<file path="config.mk">
export PLATFORM = sky130hd
export DESIGN_NAME = smi_status_enable_group
export DESIGN_NICKNAME = d
export VERILOG_FILES = /design/src/core/smi_group_pkg.sv /design/src/core/pin_sync.sv /design/src/core/status_w1c.sv /design/src/core/smi_status_enable_group.sv
export SDC_FILE = /design/constraint.sdc
export NUM_CORES = 1
export LEC_CHECK = 0
export BUFFER_PORTS_ARGS = -buffer_cell sky130_fd_sc_hd__buf_4
export CAP_MARGIN = 20
export CORE_ASPECT_RATIO = 0.6
export CORE_MARGIN = 1.5
export CORE_UTILIZATION = 35
export CTS_CLUSTER_SIZE = 16
export DETAILED_ROUTE_END_ITERATION = 12
export SLEW_MARGIN = 20
export SYNTH_ARGS = -nofsm -noshare
export SYNTH_HDL_FRONTEND = slang
export SYNTH_HIERARCHICAL = 1
export SYNTH_SLANG_ARGS = --single-unit
export TNS_END_PERCENT = 100
</file>
<file path="constraint.sdc">
create_clock -name clk -period 4.2 [get_ports clk]
set_input_delay 0.63 -clock clk [delete_from_list [all_inputs] [get_ports clk]]
set_output_delay 0.63 -clock clk [all_outputs]
set_load 0.01 [all_outputs]
</file>
<file path="src/core/smi_group_pkg.sv">
// Summary of operation
// - Status A latches pins 30-33,41,fan,43,61
// - Status writes of one clear, zero keeps
// - Status B latches pins 50 to 57
// - Status C latches pins 10 to 17
// - Enable one passes source, zero blocks it
// - Peripheral enable gates parallel, midi, serial, floppy, watchdog
// - Misc enable gates mouse, keyboard, smbus, ring, port12
// - Misc bit 6 routes group onto serial IRQ
// - Misc bit 7 drives pin, else pin floats
// - Pin enable A gates pins 20-27 group
// - Misc enable register resets to zero
// - Mouse and keyboard clear only at source
package smi_group_pkg;

  // ----------------------------------------------------------------
  // Register offsets
  // ----------------------------------------------------------------
  localparam logic [7:0] OFS_STS_A  = 8'h13;
  localparam logic [7:0] OFS_STS_B  = 8'h14;
  localparam logic [7:0] OFS_STS_C  = 8'h15;
  localparam logic [7:0] OFS_EN_PER = 8'h16;
  localparam logic [7:0] OFS_EN_MSC = 8'h17;
  localparam logic [7:0] OFS_EN_PA  = 8'h18;
  localparam logic [7:0] OFS_MSK_A  = 8'h19;
  localparam logic [7:0] OFS_MSK_B  = 8'h1A;
  localparam logic [7:0] OFS_MSK_C  = 8'h1B;

  // ----------------------------------------------------------------
  // Reset values
  // ----------------------------------------------------------------
  localparam logic [7:0] RST_STANDBY   = 8'h00;
  localparam logic [7:0] RST_STS_A_MAIN = 8'h08;
  localparam logic [7:0] RST_ENABLE    = 8'h00;
  localparam logic [7:0] RD_UNMAPPED   = 8'h00;

  // ----------------------------------------------------------------
  // Writable bit masks, reserved bits stay zero
  // ----------------------------------------------------------------
  localparam logic [7:0] WMASK_EN_PER = 8'h9E;
  localparam logic [7:0] WMASK_EN_MSC = 8'hDF;

  // ----------------------------------------------------------------
  // Field positions
  // ----------------------------------------------------------------
  localparam int PER_PARALLEL = 1;
  localparam int PER_MIDI     = 2;
  localparam int PER_SERIAL1  = 3;
  localparam int PER_FLOPPY   = 4;
  localparam int PER_WATCHDOG = 7;
  localparam int MSC_MOUSE    = 0;
  localparam int MSC_KEYBOARD = 1;
  localparam int MSC_SMBUS    = 2;
  localparam int MSC_RING     = 3;
  localparam int MSC_PORT12   = 4;
  localparam int MSC_SERIRQ   = 6;
  localparam int MSC_PIN      = 7;
  localparam int STS_A_FAN    = 5;

  // Number of synchronised event pins across the three status registers
  localparam int PIN_COUNT = 24;

endpackage : smi_group_pkg

</file>
<file path="src/core/pin_sync.sv">
`timescale 1ns/1ps
module pin_sync
  import smi_group_pkg::*;
(
  // Clock and reset
  input  wire logic                 clk,
  input  wire logic                 rst_n,
  // Asynchronous pins and their synchronised levels
  input  wire logic [PIN_COUNT-1:0] pinAsync,
  output logic      [PIN_COUNT-1:0] pinSync
);

  logic [PIN_COUNT-1:0] stage1_r;

  // Two flops per pin; only the second stage looks at the first
  genvar i;
  generate
    for (i = 0; i < PIN_COUNT; i++) begin : g_sync
      always_ff @(posedge clk) begin
        if (!rst_n) begin
          stage1_r[i] <= 1'b0;
          pinSync[i]  <= 1'b0;
        end else begin
          stage1_r[i] <= pinAsync[i];
          pinSync[i]  <= stage1_r[i];
        end
      end
    end
  endgenerate

endmodule : pin_sync

</file>
<file path="src/core/status_w1c.sv">
`timescale 1ns/1ps
module status_w1c
  import smi_group_pkg::*;
#(
  parameter logic [7:0] MAIN_VAL = RST_STANDBY
) (
  // Clock and resets
  input  wire logic       clk,
  input  wire logic       rst_n,
  input  wire logic       mainRst_n,
  // Hardware set and software clear
  input  wire logic [7:0] setBits,
  input  wire logic [7:0] clrBits,
  // Stored status
  output logic      [7:0] stsQ
);

  // One sticky flop per bit; a set in the clear cycle wins
  genvar i;
  generate
    for (i = 0; i < 8; i++) begin : g_bit
      always_ff @(posedge clk) begin
        if (!rst_n) begin
          stsQ[i] <= RST_STANDBY[i];
        end else if (!mainRst_n) begin
          stsQ[i] <= MAIN_VAL[i];
        end else if (setBits[i]) begin
          stsQ[i] <= 1'b1;
        end else if (clrBits[i]) begin
          stsQ[i] <= 1'b0;
        end
      end
    end
  endgenerate

endmodule : status_w1c

</file>
<file path="src/core/smi_status_enable_group.sv">
`timescale 1ns/1ps
module smi_status_enable_group
  import smi_group_pkg::*;
(
  // Clock and standby-power reset
  input  wire logic       clk,
  input  wire logic       rst_n,
  // Main-power reset or hard reset, same clock, active low
  input  wire logic       mainRst_n,

  // Register port
  input  wire logic [7:0] regAddr,
  input  wire logic [7:0] regWrData,
  input  wire logic       regWrStb,
  input  wire logic       regRdStb,
  output logic      [7:0] regRdData,

  // Event pins for status A, asynchronous
  input  wire logic       gp30,
  input  wire logic       gp31,
  input  wire logic       gp32,
  input  wire logic       gp33,
  input  wire logic       gp41,
  input  wire logic       fanSpeedInput,
  input  wire logic       gp43,
  input  wire logic       gp61,
  // Event pins for status B and C, asynchronous, bit 0 lowest pin
  input  wire logic [7:0] gp5x,
  input  wire logic [7:0] gp1x,

  // On-chip peripheral interrupts, same clock, active high levels
  input  wire logic       parallelIrq,
  input  wire logic       midiUartIrq,
  input  wire logic       serial1Irq,
  input  wire logic       floppyIrq,
  input  wire logic       watchdogIrq,
  input  wire logic       mouseIrq,
  input  wire logic       keyboardIrq,
  input  wire logic       smbusIrq,
  input  wire logic       ringIndicator,
  input  wire logic       port12Event,
  // Latched pin events 20-27 from the neighbouring status, same clock
  input  wire logic [7:0] pinEventA,

  // Output buffer type of the group pin: 1 push-pull, 0 open-drain
  input  wire logic       pinPushPull,

  // Group line and its routes
  output logic            groupMgmtIrq_n,
  output logic            mgmtIrqOutPin,
  output logic            mgmtIrqOutPinOe,
  output logic            routeGroupToSerirq,
  // Interrupt of the pin-event status registers
  output logic            irq
);

  // ----------------------------------------------------------------
  // Pin synchronisers and edge detection
  // ----------------------------------------------------------------
  logic [PIN_COUNT-1:0] pinAsync;
  logic [PIN_COUNT-1:0] pinSync;
  logic [PIN_COUNT-1:0] pinPrev_r;
  logic [PIN_COUNT-1:0] pinRise;

  // Status A layout, then status B and status C
  assign pinAsync = {gp1x, gp5x,
                     gp61, gp43, fanSpeedInput, gp41,
                     gp33, gp32, gp31, gp30};

  pin_sync u_sync (
    .clk      (clk),
    .rst_n    (rst_n),
    .pinAsync (pinAsync),
    .pinSync  (pinSync)
  );

  // Previous level; reset to zero so a pin high at release counts once
  always_ff @(posedge clk) begin
    if (!rst_n) begin
      pinPrev_r <= '0;
    end else begin
      pinPrev_r <= pinSync;
    end
  end

  // A rising edge of a pin is its event
  assign pinRise = pinSync & ~pinPrev_r;

  // ----------------------------------------------------------------
  // Bus decode
  // ----------------------------------------------------------------
  logic wrStsA;
  logic wrStsB;
  logic wrStsC;
  logic wrEnPer;
  logic wrEnMsc;
  logic wrEnPa;
  logic wrMskA;
  logic wrMskB;
  logic wrMskC;

  // Write hits per register
  assign wrStsA  = regWrStb && (regAddr == OFS_STS_A);
  assign wrStsB  = regWrStb && (regAddr == OFS_STS_B);
  assign wrStsC  = regWrStb && (regAddr == OFS_STS_C);
  assign wrEnPer = regWrStb && (regAddr == OFS_EN_PER);
  assign wrEnMsc = regWrStb && (regAddr == OFS_EN_MSC);
  assign wrEnPa  = regWrStb && (regAddr == OFS_EN_PA);
  assign wrMskA  = regWrStb && (regAddr == OFS_MSK_A);
  assign wrMskB  = regWrStb && (regAddr == OFS_MSK_B);
  assign wrMskC  = regWrStb && (regAddr == OFS_MSK_C);

  // ----------------------------------------------------------------
  // Pin-event status registers
  // ----------------------------------------------------------------
  logic [7:0] stsA;
  logic [7:0] stsB;
  logic [7:0] stsC;
  logic [7:0] clrA;
  logic [7:0] clrB;
  logic [7:0] clrC;

  // A one written clears, a zero leaves the bit alone
  assign clrA = wrStsA ? regWrData : 8'h00;
  assign clrB = wrStsB ? regWrData : 8'h00;
  assign clrC = wrStsC ? regWrData : 8'h00;

  // Status A also takes its main-power value on main reset
  status_w1c #(
    .MAIN_VAL (RST_STS_A_MAIN)
  ) u_sts_a (
    .clk       (clk),
    .rst_n     (rst_n),
    .mainRst_n (mainRst_n),
    .setBits   (pinRise[7:0]),
    .clrBits   (clrA),
    .stsQ      (stsA)
  );

  // Status B keeps its state across main reset
  status_w1c #(
    .MAIN_VAL (RST_STANDBY)
  ) u_sts_b (
    .clk       (clk),
    .rst_n     (rst_n),
    .mainRst_n (1'b1),
    .setBits   (pinRise[15:8]),
    .clrBits   (clrB),
    .stsQ      (stsB)
  );

  // Status C keeps its state across main reset
  status_w1c #(
    .MAIN_VAL (RST_STANDBY)
  ) u_sts_c (
    .clk       (clk),
    .rst_n     (rst_n),
    .mainRst_n (1'b1),
    .setBits   (pinRise[23:16]),
    .clrBits   (clrC),
    .stsQ      (stsC)
  );

  // ----------------------------------------------------------------
  // Enable registers
  // ----------------------------------------------------------------
  logic [7:0] enPer_r;
  logic [7:0] enMsc_r;
  logic [7:0] enPa_r;

  // Peripheral gates; reserved bits cannot be set
  always_ff @(posedge clk) begin
    if (!rst_n) begin
      enPer_r <= RST_ENABLE;
    end else if (wrEnPer) begin
      enPer_r <= regWrData & WMASK_EN_PER;
    end
  end

  // Misc gates and both routes start disabled
  always_ff @(posedge clk) begin
    if (!rst_n) begin
      enMsc_r <= RST_ENABLE;
    end else if (wrEnMsc) begin
      enMsc_r <= regWrData & WMASK_EN_MSC;
    end
  end

  // Gates for pin events 20 to 27
  always_ff @(posedge clk) begin
    if (!rst_n) begin
      enPa_r <= RST_ENABLE;
    end else if (wrEnPa) begin
      enPa_r <= regWrData;
    end
  end

  // ----------------------------------------------------------------
  // Mask registers for the status registers
  // ----------------------------------------------------------------
  logic [7:0] mskA_r;
  logic [7:0] mskB_r;
  logic [7:0] mskC_r;

  // Same layout as the matching status register
  always_ff @(posedge clk) begin
    if (!rst_n) begin
      mskA_r <= RST_ENABLE;
      mskB_r <= RST_ENABLE;
      mskC_r <= RST_ENABLE;
    end else begin
      if (wrMskA) begin
        mskA_r <= regWrData;
      end
      if (wrMskB) begin
        mskB_r <= regWrData;
      end
      if (wrMskC) begin
        mskC_r <= regWrData;
      end
    end
  end

  // ----------------------------------------------------------------
  // Read back
  // ----------------------------------------------------------------
  logic [7:0] rdMux;

  // Unmapped offsets read as zero
  always_comb begin
    case (regAddr)
      OFS_STS_A:  rdMux = stsA;
      OFS_STS_B:  rdMux = stsB;
      OFS_STS_C:  rdMux = stsC;
      OFS_EN_PER: rdMux = enPer_r;
      OFS_EN_MSC: rdMux = enMsc_r;
      OFS_EN_PA:  rdMux = enPa_r;
      OFS_MSK_A:  rdMux = mskA_r;
      OFS_MSK_B:  rdMux = mskB_r;
      OFS_MSK_C:  rdMux = mskC_r;
      default:    rdMux = RD_UNMAPPED;
    endcase
  end

  // Data stands only in the cycle after the read strobe
  always_ff @(posedge clk) begin
    if (!rst_n) begin
      regRdData <= RD_UNMAPPED;
    end else if (regRdStb) begin
      regRdData <= rdMux;
    end else begin
      regRdData <= RD_UNMAPPED;
    end
  end

  // ----------------------------------------------------------------
  // Source gating
  // ----------------------------------------------------------------
  logic [7:0] perSrc;
  logic [4:0] mscSrc;
  logic       perHit;
  logic       mscHit;
  logic       pinHit;
  logic       stsHit;
  logic       groupActive;

  // Peripheral sources placed at their enable bit positions
  always_comb begin
    perSrc               = 8'h00;
    perSrc[PER_PARALLEL] = parallelIrq;
    perSrc[PER_MIDI]     = midiUartIrq;
    perSrc[PER_SERIAL1]  = serial1Irq;
    perSrc[PER_FLOPPY]   = floppyIrq;
    perSrc[PER_WATCHDOG] = watchdogIrq;
  end

  // Mouse and keyboard are levels owned by their source: nothing here
  // latches them, so only the source can take them away
  always_comb begin
    mscSrc               = 5'h00;
    mscSrc[MSC_MOUSE]    = mouseIrq;
    mscSrc[MSC_KEYBOARD] = keyboardIrq;
    mscSrc[MSC_SMBUS]    = smbusIrq;
    mscSrc[MSC_RING]     = ringIndicator;
    mscSrc[MSC_PORT12]   = port12Event;
  end

  // One passes a source, zero blocks it
  assign perHit = |(perSrc & enPer_r);
  assign mscHit = |(mscSrc & enMsc_r[4:0]);
  assign pinHit = |(pinEventA & enPa_r);
  assign stsHit = |(stsA & mskA_r) |
                  |(stsB & mskB_r) |
                  |(stsC & mskC_r);

  // Any enabled source holds the group active
  assign groupActive = perHit | mscHit | pinHit | stsHit;

  // ----------------------------------------------------------------
  // Group line and routes
  // ----------------------------------------------------------------

  // Group line, active low; registered so it cannot glitch
  always_ff @(posedge clk) begin
    if (!rst_n) begin
      groupMgmtIrq_n <= 1'b1;
    end else begin
      groupMgmtIrq_n <= ~groupActive;
    end
  end

  // Serial IRQ request only while the route is enabled
  always_ff @(posedge clk) begin
    if (!rst_n) begin
      routeGroupToSerirq <= 1'b0;
    end else begin
      routeGroupToSerirq <= enMsc_r[MSC_SERIRQ] & groupActive;
    end
  end

  // Pin drive: push-pull drives both levels, open-drain only pulls low;
  // with the route off the pin floats in either buffer type
  always_ff @(posedge clk) begin
    if (!rst_n) begin
      mgmtIrqOutPin   <= 1'b1;
      mgmtIrqOutPinOe <= 1'b0;
    end else if (!enMsc_r[MSC_PIN]) begin
      mgmtIrqOutPin   <= 1'b1;
      mgmtIrqOutPinOe <= 1'b0;
    end else if (pinPushPull) begin
      mgmtIrqOutPin   <= ~groupActive;
      mgmtIrqOutPinOe <= 1'b1;
    end else begin
      mgmtIrqOutPin   <= 1'b0;
      mgmtIrqOutPinOe <= groupActive;
    end
  end

  // ----------------------------------------------------------------
  // Status interrupt
  // ----------------------------------------------------------------

  // Level output, high while an unmasked status bit is set
  always_ff @(posedge clk) begin
    if (!rst_n) begin
      irq <= 1'b0;
    end else begin
      irq <= stsHit;
    end
  end

endmodule : smi_status_enable_group

</file>
==> run_summary.xml, run 1 <==
<?xml version="1.0" encoding="UTF-8"?>
<metrics>
  <group name="sta">
    <metric name="worst_slew_pin_slew" unit="ns">1.06</metric>
    <metric name="finalSetupTns" unit="ns">0</metric>
    <metric name="maxSlewHeadroom" unit="%">28.8</metric>
    <metric name="final_min_period" unit="ns">2.36</metric>
    <metric name="skew" unit="ns">0.0114</metric>
    <metric name="timing.final.hold_violations" unit="">0</metric>
    <metric name="min_period_over_period" unit="%">56.3</metric>
    <metric name="final-max-slew-violation-count" unit="">0</metric>
    <metric name="grt_setup_unrepaired" unit="">no</metric>
    <metric name="setup_viol_count_final" unit="">0</metric>
    <metric name="clock.fmax" unit="MHz">423</metric>
  </group>
  <group name="logic_synthesis">
    <metric name="yosys-mux-area-fraction" unit="%">11.7</metric>
    <metric name="synthMostInstantiatedCell" unit="">sky130_fd_sc_hd__dfxtp_1</metric>
    <metric name="synthArstFlopShare" unit="%">0</metric>
    <metric name="synth_seq_area_share" unit="%">51.2</metric>
    <metric name="yosys_warnings" unit="">6</metric>
    <metric name="avgSynthCellArea" unit="sq um">10.0</metric>
    <metric name="ys_ff_latch" unit="">153</metric>
    <metric name="synth.top_cells.by_count" unit="">153 x sky130_fd_sc_hd__dfxtp_1, 69 x sky130_fd_sc_hd__and2_1, 55 x sky130_fd_sc_hd__mux2i_1, 49 x sky130_fd_sc_hd__nor2_1, 32 x sky130_fd_sc_hd__a21oi_1</metric>
    <metric name="synth_enable_flop_cells" unit="">0</metric>
    <metric name="synth_top_area_share" unit="%">51.2</metric>
    <metric name="netlist.top_cell.by_area" unit="">sky130_fd_sc_hd__dfxtp_1</metric>
    <metric name="synthFlopType" unit="">sky130_fd_sc_hd__dfxtp_1</metric>
    <metric name="synth_compound_gate_area_share" unit="%">9.61</metric>
    <metric name="syn_inst" unit="">596</metric>
    <metric name="yosys.area_share.xor_xnor" unit="%">0</metric>
    <metric name="count_of_unique_library_cells_instantiated_by_yosys" unit="">42</metric>
    <metric name="synthesis.area" unit="sq um">5980</metric>
    <metric name="synth.top_cells.by_area" unit="">sky130_fd_sc_hd__dfxtp_1 51%, sky130_fd_sc_hd__mux2i_1 9.2%, sky130_fd_sc_hd__and2_1 7.2%, sky130_fd_sc_hd__a22oi_1 3.8%, sky130_fd_sc_hd__nor2_1 3.1%</metric>
    <metric name="synthAdderAreaFrac" unit="%">0</metric>
    <metric name="combinational_family_with_the_most_area_after_synthesis" unit="">simple AND/OR/NAND/NOR gates</metric>
    <metric name="synth-simple-area-share" unit="%">23.3</metric>
  </group>
  <group name="drt">
    <metric name="antenna_left" unit="">0</metric>
    <metric name="vias_per_cell" unit="">4.89</metric>
    <metric name="detail_route.wirelength" unit="um">15600</metric>
    <metric name="detailroute.via_count" unit="">4443</metric>
    <metric name="drt_pass1_iterations" unit="">7</metric>
    <metric name="drt-initial-drc-count" unit="">317</metric>
    <metric name="drc" unit="">0</metric>
    <metric name="detail_route.wl_per_cell" unit="um">17.2</metric>
  </group>
  <group name="layout">
    <metric name="fillers" unit="">1586</metric>
    <metric name="syn2layout_area_growth" unit="%">22.5</metric>
    <metric name="share_of_post_route_cells_with_drive_strength_above_1" unit="%">21.8</metric>
    <metric name="design_area" unit="sq um">7320</metric>
    <metric name="finalNetCount" unit="">730</metric>
  </group>
  <group name="clock_network">
    <metric name="cts_tree" unit="">yes</metric>
    <metric name="worst_skew_pair_latency" unit="ns">0.41</metric>
    <metric name="cts_sinks" unit="">153</metric>
    <metric name="postCtsHoldBufs" unit="">0</metric>
    <metric name="cts_root_buffer" unit="">sky130_fd_sc_hd__clkbuf_16</metric>
    <metric name="clockBufferDepth" unit="">2</metric>
    <metric name="clock_pin_transition_on_the_worst_setup_and_hold_timing_paths" unit="ns">0.06</metric>
    <metric name="cts_resized" unit="">0</metric>
    <metric name="cts.htree.levels" unit="">4</metric>
    <metric name="post_cts_buffers" unit="">0</metric>
    <metric name="cts_buffers" unit="">17</metric>
  </group>
  <group name="setup_path">
    <metric name="r2r_end" unit="">mgmtIrqOutPinOe$_SDFF_PN0_</metric>
    <metric name="worstPathMaxFanout" unit="">10</metric>
    <metric name="regToRegSetupSlack" unit="ns">2.09</metric>
    <metric name="critical-path-slowest-cell" unit="">sky130_fd_sc_hd__nor4_4</metric>
    <metric name="critical_path_stages" unit="">5</metric>
    <metric name="crit_path_start_kind" unit="">input pin</metric>
    <metric name="criticalPathCategory" unit="">input pin to register</metric>
    <metric name="worst-endpoint-arrival" unit="ns">2.62</metric>
    <metric name="worst-r2r-cell-count" unit="">4</metric>
    <metric name="critical_path.cell_chain" unit="">buf_4 &gt; or4b_1 &gt; nor4_4 &gt; mux2i_1 &gt; nor2_1</metric>
    <metric name="critPathTopFamily" unit="">simple AND/OR/NAND/NOR gates</metric>
    <metric name="critical_path_required" unit="ns">4.46</metric>
    <metric name="cp-end-kind" unit="">register</metric>
    <metric name="critical_path_buf_inv_count" unit="">1</metric>
    <metric name="regToRegStartpoint" unit="">u_sts_a/stsQ[6]$_SDFFE_PN0P_</metric>
    <metric name="cp_slowest_stage_delay" unit="ns">0.79</metric>
  </group>
  <group name="hold_path">
    <metric name="hold_end" unit="">u_sync/stage1_r[1]$_SDFF_PN0_</metric>
    <metric name="holdPathStages" unit="">2</metric>
    <metric name="worstHoldPathType" unit="">input pin to register</metric>
    <metric name="hold_path.startpoint" unit="">gp31</metric>
  </group>
  <group name="grt">
    <metric name="via_count_of_the_first_global_routing_pass" unit="">4448</metric>
    <metric name="grt_total_ovfl" unit="">0</metric>
    <metric name="global_route.usage.total" unit="%">18.4</metric>
    <metric name="grt_antenna_before_repair" unit="">1</metric>
    <metric name="grt_first_pass_wirelength" unit="um">24700</metric>
    <metric name="maximum_number_of_pins_on_one_net_before_global_route_repair" unit="">81</metric>
  </group>
  <group name="floorplan">
    <metric name="initial_core_util" unit="%">36.3</metric>
    <metric name="rows" unit="">36</metric>
    <metric name="die-height" unit="um">104</metric>
    <metric name="dieWidth" unit="um">172</metric>
    <metric name="floorplan.die_area" unit="sq um">17900</metric>
    <metric name="count_of_pins_on_the_block_boundary" unit="">77</metric>
    <metric name="fp.coreArea" unit="sq um">16500</metric>
  </group>
  <group name="placed_design">
    <metric name="gp_congestion" unit="">0.895</metric>
    <metric name="instance_area_after_placement" unit="sq um">6720</metric>
    <metric name="io_buffer_count" unit="">76</metric>
    <metric name="place.detailed.hpwl" unit="um">11300</metric>
  </group>
  <group name="power_and_ir_drop">
    <metric name="irDropWorstVdd" unit="mV">0.211</metric>
    <metric name="power_per_cell_area" unit="nW/um^2">440</metric>
    <metric name="leakage" unit="nW">3.03</metric>
  </group>
  <group name="flow_run">
    <metric name="drv_cap" unit="">0</metric>
  </group>
  <group name="run_status">
    <metric name="outcome" unit="">finished clean</metric>
  </group>
</metrics>
-- placed cells by master, fill, tap and decap left out, drive strengths merged, types with 2 or more instances in the layout --
cell type  synthesis  routed
conb               1       2
nor3               5       5
and2              90      90
a22oi             30      30
inv               27      28
clkinv             0       2
mux4               3       3
and3              10      10
bufinv             0       3
nor4               3       3
nand2             16      16
o2bb2ai            8       8
nand4              6       6
dfxtp            153     153
mux2               7       7
nor2b             28      28
a21oi             32      32
nand2b            25      25
clkbuf            14      22
a32oi              4       4
a22o               3       3
clkinvlp           0       4
nor2              49      49
a31o               2       2
buf               15      79
mux2i             55      55
-- layer usage --
metal	wire length, um	up-vias	GRT usage, %
met4	180	0	5.39
met3	1410	17	4.60
met1	7970	2107	28.1
li1	-	2152	-
met2	6060	167	24.7
met5	0	-	0
-- how the worst max path moves through the flow --
stage	startpoint	end	slack, ns
CTS	regAddr[5]	mskC_r[6]$_SDFFE_PN0P_	1.84
floorplan	regAddr[5]	u_sts_a/stsQ[3]$_SDFFE_PN0P_	1.78
global placement	regAddr[5]	mskC_r[5]$_SDFFE_PN0P_	1.47
detailed placement	regAddr[5]	mskC_r[6]$_SDFFE_PN0P_	1.42
global route	regAddr[5]	mskC_r[3]$_SDFFE_PN0P_	1.74
finish	regAddr[5]	mskC_r[2]$_SDFFE_PN0P_	1.84
-- flip-flops by register name, indices dropped and copies added, names as in the netlist, 5 cells and up --
register,count
pinPrev_r,24
u_sync/pinSync,24
u_sync/stage1_r,24
enPa_r,8
mskA_r,8
mskB_r,8
mskC_r,8
regRdData,8
u_sts_a/stsQ,8
u_sts_b/stsQ,8
u_sts_c/stsQ,8
enMsc_r,7
enPer_r,5
-- cell type report --
class | instances | area [sq um] | share of cell area [%]
flip-flops and latches | 153 | 3060 | 41.8
multi-input cells | 388 | 2670 | 36.5
repair buffers | 79 | 593 | 8.10
clock buffers | 22 | 464 | 6.34
well taps | 228 | 285 | 3.89
clock inverters | 10 | 143 | 1.95
inverters | 27 | 101 | 1.38
diodes | 1 | 2.50 | 0.0342
-- where the power goes --
group / internal (W) / switching (W)
logic: 0.0000742 / 0.0000832
registers: 0.00149 / 0.0000165
clock network: 0.000969 / 0.000598
total: 0.00253 / 0.000697
-- per-stage QoR --
stage / instances / util, % / total power (W) / worst slack [ns] / hold slack [ns]
floorplan: 597 / - / 0.00161 / 1.78 / 0.412
global placement: 875 / 40.7 / 0.00169 / 1.47 / 0.417
global route: 907 / 44.4 / 0.00334 / 1.74 / 0.418
CTS: 907 / 44.4 / 0.00326 / 1.84 / 0.415
finish: 908 / 44.4 / 0.00323 / 1.84 / 0.425
detailed placement: 875 / 40.7 / 0.00169 / 1.42 / 0.417
-- logic make-up (layout without fill, tap and decap cells) --
logic type | count (synthesis) | count (layout)
flip-flops | 153 | 153
other | 1 | 3
multiplexers | 65 | 65
AO/OA/AOI/OAI | 84 | 84
AND/OR/NAND/NOR | 237 | 237
buffers and inverters | 56 | 138
No activity file was read; power rests on OpenSTA's default activity.
==> run 2, diff against run 1 <==
==> constraint.sdc (replaced) <==
create_clock -name clk -period 2.1 [get_ports clk]
set_input_delay 0.315 -clock clk [delete_from_list [all_inputs] [get_ports clk]]
set_output_delay 0.315 -clock clk [all_outputs]
set_load 0.01 [all_outputs]
==> run 2 against run 1 <==
Critical path depth is 3 higher. Sequential share of layout area shrank 1.0 points. Clock power increased by 87%. Via count rose by 4.1%. Routed wire length increased by 3.2%. Core utilization rose by 1.1 points. Power grew 95%. First-iteration DRC count is 40% higher. Global-route usage increased by 0.58 points. Highest routed layer unchanged.
==> run_summary.xml, run 2 (synthesis gave the netlist of run 1 again) <==
<?xml version="1.0" encoding="UTF-8"?>
<metrics>
  <group name="run_status">
    <metric name="outcome" unit="">finished clean</metric>
  </group>
  <group name="setup_path">
    <metric name="path_common_cell" unit="">sky130_fd_sc_hd__buf_4</metric>
    <metric name="crit_path_start_kind" unit="">input pin</metric>
    <metric name="criticalPathCategory" unit="">input pin to register</metric>
    <metric name="worst-r2r-cell-count" unit="">5</metric>
    <metric name="cp_slowest_stage_delay" unit="ns">0.65</metric>
    <metric name="r2r_end" unit="">mgmtIrqOutPinOe$_SDFF_PN0_</metric>
    <metric name="critical_path.cell_chain" unit="">buf_4 &gt; or4b_1 &gt; buf_4 &gt; nor2_1 &gt; and3_1 &gt; and2_1 &gt; nand2b_1 &gt; a21oi_1</metric>
    <metric name="worstPathMaxFanout" unit="">8</metric>
    <metric name="critical_path_required" unit="ns">2.40</metric>
    <metric name="regToRegSetupSlack" unit="ns">0.48</metric>
    <metric name="regToRegStartpoint" unit="">u_sts_a/stsQ[3]$_SDFFE_PN0P_</metric>
    <metric name="cp-end-kind" unit="">register</metric>
    <metric name="critical-path-slowest-cell" unit="">sky130_fd_sc_hd__or4b_1</metric>
    <metric name="worst-endpoint-arrival" unit="ns">2.14</metric>
  </group>
  <group name="layout">
    <metric name="final_cells" unit="">931</metric>
    <metric name="finalNetCount" unit="">754</metric>
    <metric name="utilization" unit="%">45.5</metric>
    <metric name="antenna_cells" unit="">0</metric>
    <metric name="share_of_post_route_cells_with_drive_strength_above_1" unit="%">24.9</metric>
    <metric name="final_common_cell" unit="">sky130_fd_sc_hd__dfxtp_1</metric>
    <metric name="syn2layout_area_growth" unit="%">25.6</metric>
    <metric name="multi_input_comb_area" unit="sq um">2680</metric>
    <metric name="layout.cells.most_common_list" unit="">153 x sky130_fd_sc_hd__dfxtp_1, 100 x sky130_fd_sc_hd__buf_4, 69 x sky130_fd_sc_hd__and2_1</metric>
    <metric name="register_area" unit="sq um">3060</metric>
    <metric name="fillers" unit="">1584</metric>
    <metric name="largest_registers" unit="">pinPrev_r: 24 flops, u_sync/pinSync: 24 flops, u_sync/stage1_r: 24 flops</metric>
  </group>
  <group name="clock_network">
    <metric name="cts_root_buffer" unit="">sky130_fd_sc_hd__clkbuf_16</metric>
    <metric name="clock_pin_transition_on_the_worst_setup_and_hold_timing_paths" unit="ns">0.06</metric>
    <metric name="post_cts_buffers" unit="">0</metric>
    <metric name="postCtsHoldBufs" unit="">0</metric>
    <metric name="cts_buffers" unit="">17</metric>
    <metric name="cts_tree" unit="">yes</metric>
    <metric name="cts.htree.levels" unit="">4</metric>
    <metric name="worst_skew_pair_latency" unit="ns">0.42</metric>
    <metric name="clockBufferDepth" unit="">2</metric>
    <metric name="cts_sinks" unit="">153</metric>
    <metric name="cts_resized" unit="">0</metric>
  </group>
  <group name="hold_path">
    <metric name="hold_end" unit="">u_sync/stage1_r[1]$_SDFF_PN0_</metric>
    <metric name="worstHoldPathType" unit="">input pin to register</metric>
    <metric name="hold_path.startpoint" unit="">gp31</metric>
    <metric name="holdPathStages" unit="">2</metric>
  </group>
  <group name="floorplan">
    <metric name="count_of_pins_on_the_block_boundary" unit="">77</metric>
    <metric name="fp.coreArea" unit="sq um">16500</metric>
    <metric name="rows" unit="">36</metric>
    <metric name="floorplan.die_area" unit="sq um">17900</metric>
    <metric name="dieWidth" unit="um">172</metric>
    <metric name="initial_core_util" unit="%">36.3</metric>
    <metric name="die-height" unit="um">104</metric>
  </group>
  <group name="grt">
    <metric name="grt_use_met3" unit="%">5.48</metric>
    <metric name="global_route.peak_usage_layer" unit="">met1</metric>
    <metric name="grt_use_met2" unit="%">26.0</metric>
    <metric name="globalRouteMet1Util" unit="%">28.6</metric>
    <metric name="maximum_number_of_pins_on_one_net_before_global_route_repair" unit="">77</metric>
    <metric name="via_count_of_the_first_global_routing_pass" unit="">4555</metric>
    <metric name="grt_antenna_before_repair" unit="">0</metric>
    <metric name="grt_first_pass_wirelength" unit="um">25400</metric>
    <metric name="grt_total_ovfl" unit="">0</metric>
    <metric name="global_route.usage.total" unit="%">18.9</metric>
  </group>
  <group name="sta">
    <metric name="min_period_over_period" unit="%">87.9</metric>
    <metric name="skew" unit="ns">0.0115</metric>
    <metric name="final-max-slew-violation-count" unit="">0</metric>
    <metric name="maxSlewHeadroom" unit="%">60.2</metric>
    <metric name="clock.fmax" unit="MHz">542</metric>
    <metric name="grt_setup_unrepaired" unit="">no</metric>
    <metric name="final_min_period" unit="ns">1.85</metric>
    <metric name="worst_slew_pin_slew" unit="ns">0.593</metric>
    <metric name="setup_viol_count_final" unit="">0</metric>
    <metric name="timing.final.hold_violations" unit="">0</metric>
  </group>
  <group name="power_and_ir_drop">
    <metric name="irDropWorstVdd" unit="mV">0.426</metric>
    <metric name="power_per_cell_area" unit="nW/um^2">836</metric>
    <metric name="leakage" unit="nW">3.15</metric>
    <metric name="total_power" unit="W">0.00628</metric>
  </group>
  <group name="drt">
    <metric name="detail_route.wirelength" unit="um">16100</metric>
    <metric name="drt-initial-drc-count" unit="">444</metric>
    <metric name="detailroute.via_count" unit="">4625</metric>
    <metric name="drc" unit="">0</metric>
    <metric name="drt_pass1_iterations" unit="">5</metric>
    <metric name="detail_route.wl_per_cell" unit="um">17.3</metric>
    <metric name="vias_per_cell" unit="">4.97</metric>
    <metric name="antenna_left" unit="">0</metric>
  </group>
  <group name="flow_run">
    <metric name="drv_cap" unit="">0</metric>
  </group>
  <group name="placed_design">
    <metric name="io_buffer_count" unit="">76</metric>
    <metric name="place.detailed.hpwl" unit="um">12000</metric>
    <metric name="gp_congestion" unit="">0.943</metric>
    <metric name="numPlacedInstances" unit="">899</metric>
  </group>
</metrics>
-- run 2: how the worst max path moves through the flow --
| stage | startpoint | end | slack, ns | cells after the start |
|---|---|---|---|---|
| 3_3_place_gp | regAddr[5] | u_sts_b/stsQ[7]$_SDFFE_PN0P_ | -0.07 | 7 |
| 5_1_grt | regAddr[5] | u_sts_b/stsQ[3]$_SDFFE_PN0P_ | 0.17 | 7 |
| 4_1_cts | regAddr[5] | u_sts_c/stsQ[2]$_SDFFE_PN0P_ | 0.30 | 8 |
| 2_1_floorplan | regAddr[5] | u_sts_a/stsQ[3]$_SDFFE_PN0P_ | 0.08 | 7 |
| 3_5_place_dp | regAddr[5] | u_sts_c/stsQ[3]$_SDFFE_PN0P_ | -0.12 | 8 |
| 6_report | regAddr[5] | u_sts_c/stsQ[3]$_SDFFE_PN0P_ | 0.25 | 8 |
-- run 2: per-stage QoR --
stage	cell area [sq um]	hold WS, ns	setup TNS (ns)	setup WS [ns]
after floorplan	5990	0.412	0	0.0803
final	7510	0.103	0	0.253
after global routing	7510	0.0880	0	0.165
after CTS	7510	0.0896	0	0.300
after detailed placement	6940	0.417	-1.61	-0.125
after global placement	6940	0.418	-0.855	-0.0688
-- run 2: power breakdown --
part           internal, W  switching, W
Combinational     0.000167      0.000174
Clock              0.00166       0.00128
Sequential         0.00297     0.0000305
Total              0.00480       0.00148
-- run 2: critical path: cells and delay by family --
family          cells  cell delay, ns
buf+inv             2            0.34
simple gates        5            1.42
compound gates      1            0.07
-- run 2: layout make-up --
type                       count  area share (%)
clock inverter                14            1.87
multi-input combinational    388            35.7
sequential                   153            40.8
clock buffer                  18            5.72
tap                          228            3.80
timing repair buffer         103            10.8
inverter                      27            1.35
-- run 2: per-layer routing --
metal / wire length, um / vias up
met3: 1480 / 14
met5: 0 / -
met2: 6510 / 174
li1: - / 2208
met1: 7990 / 2229
met4: 157 / 0
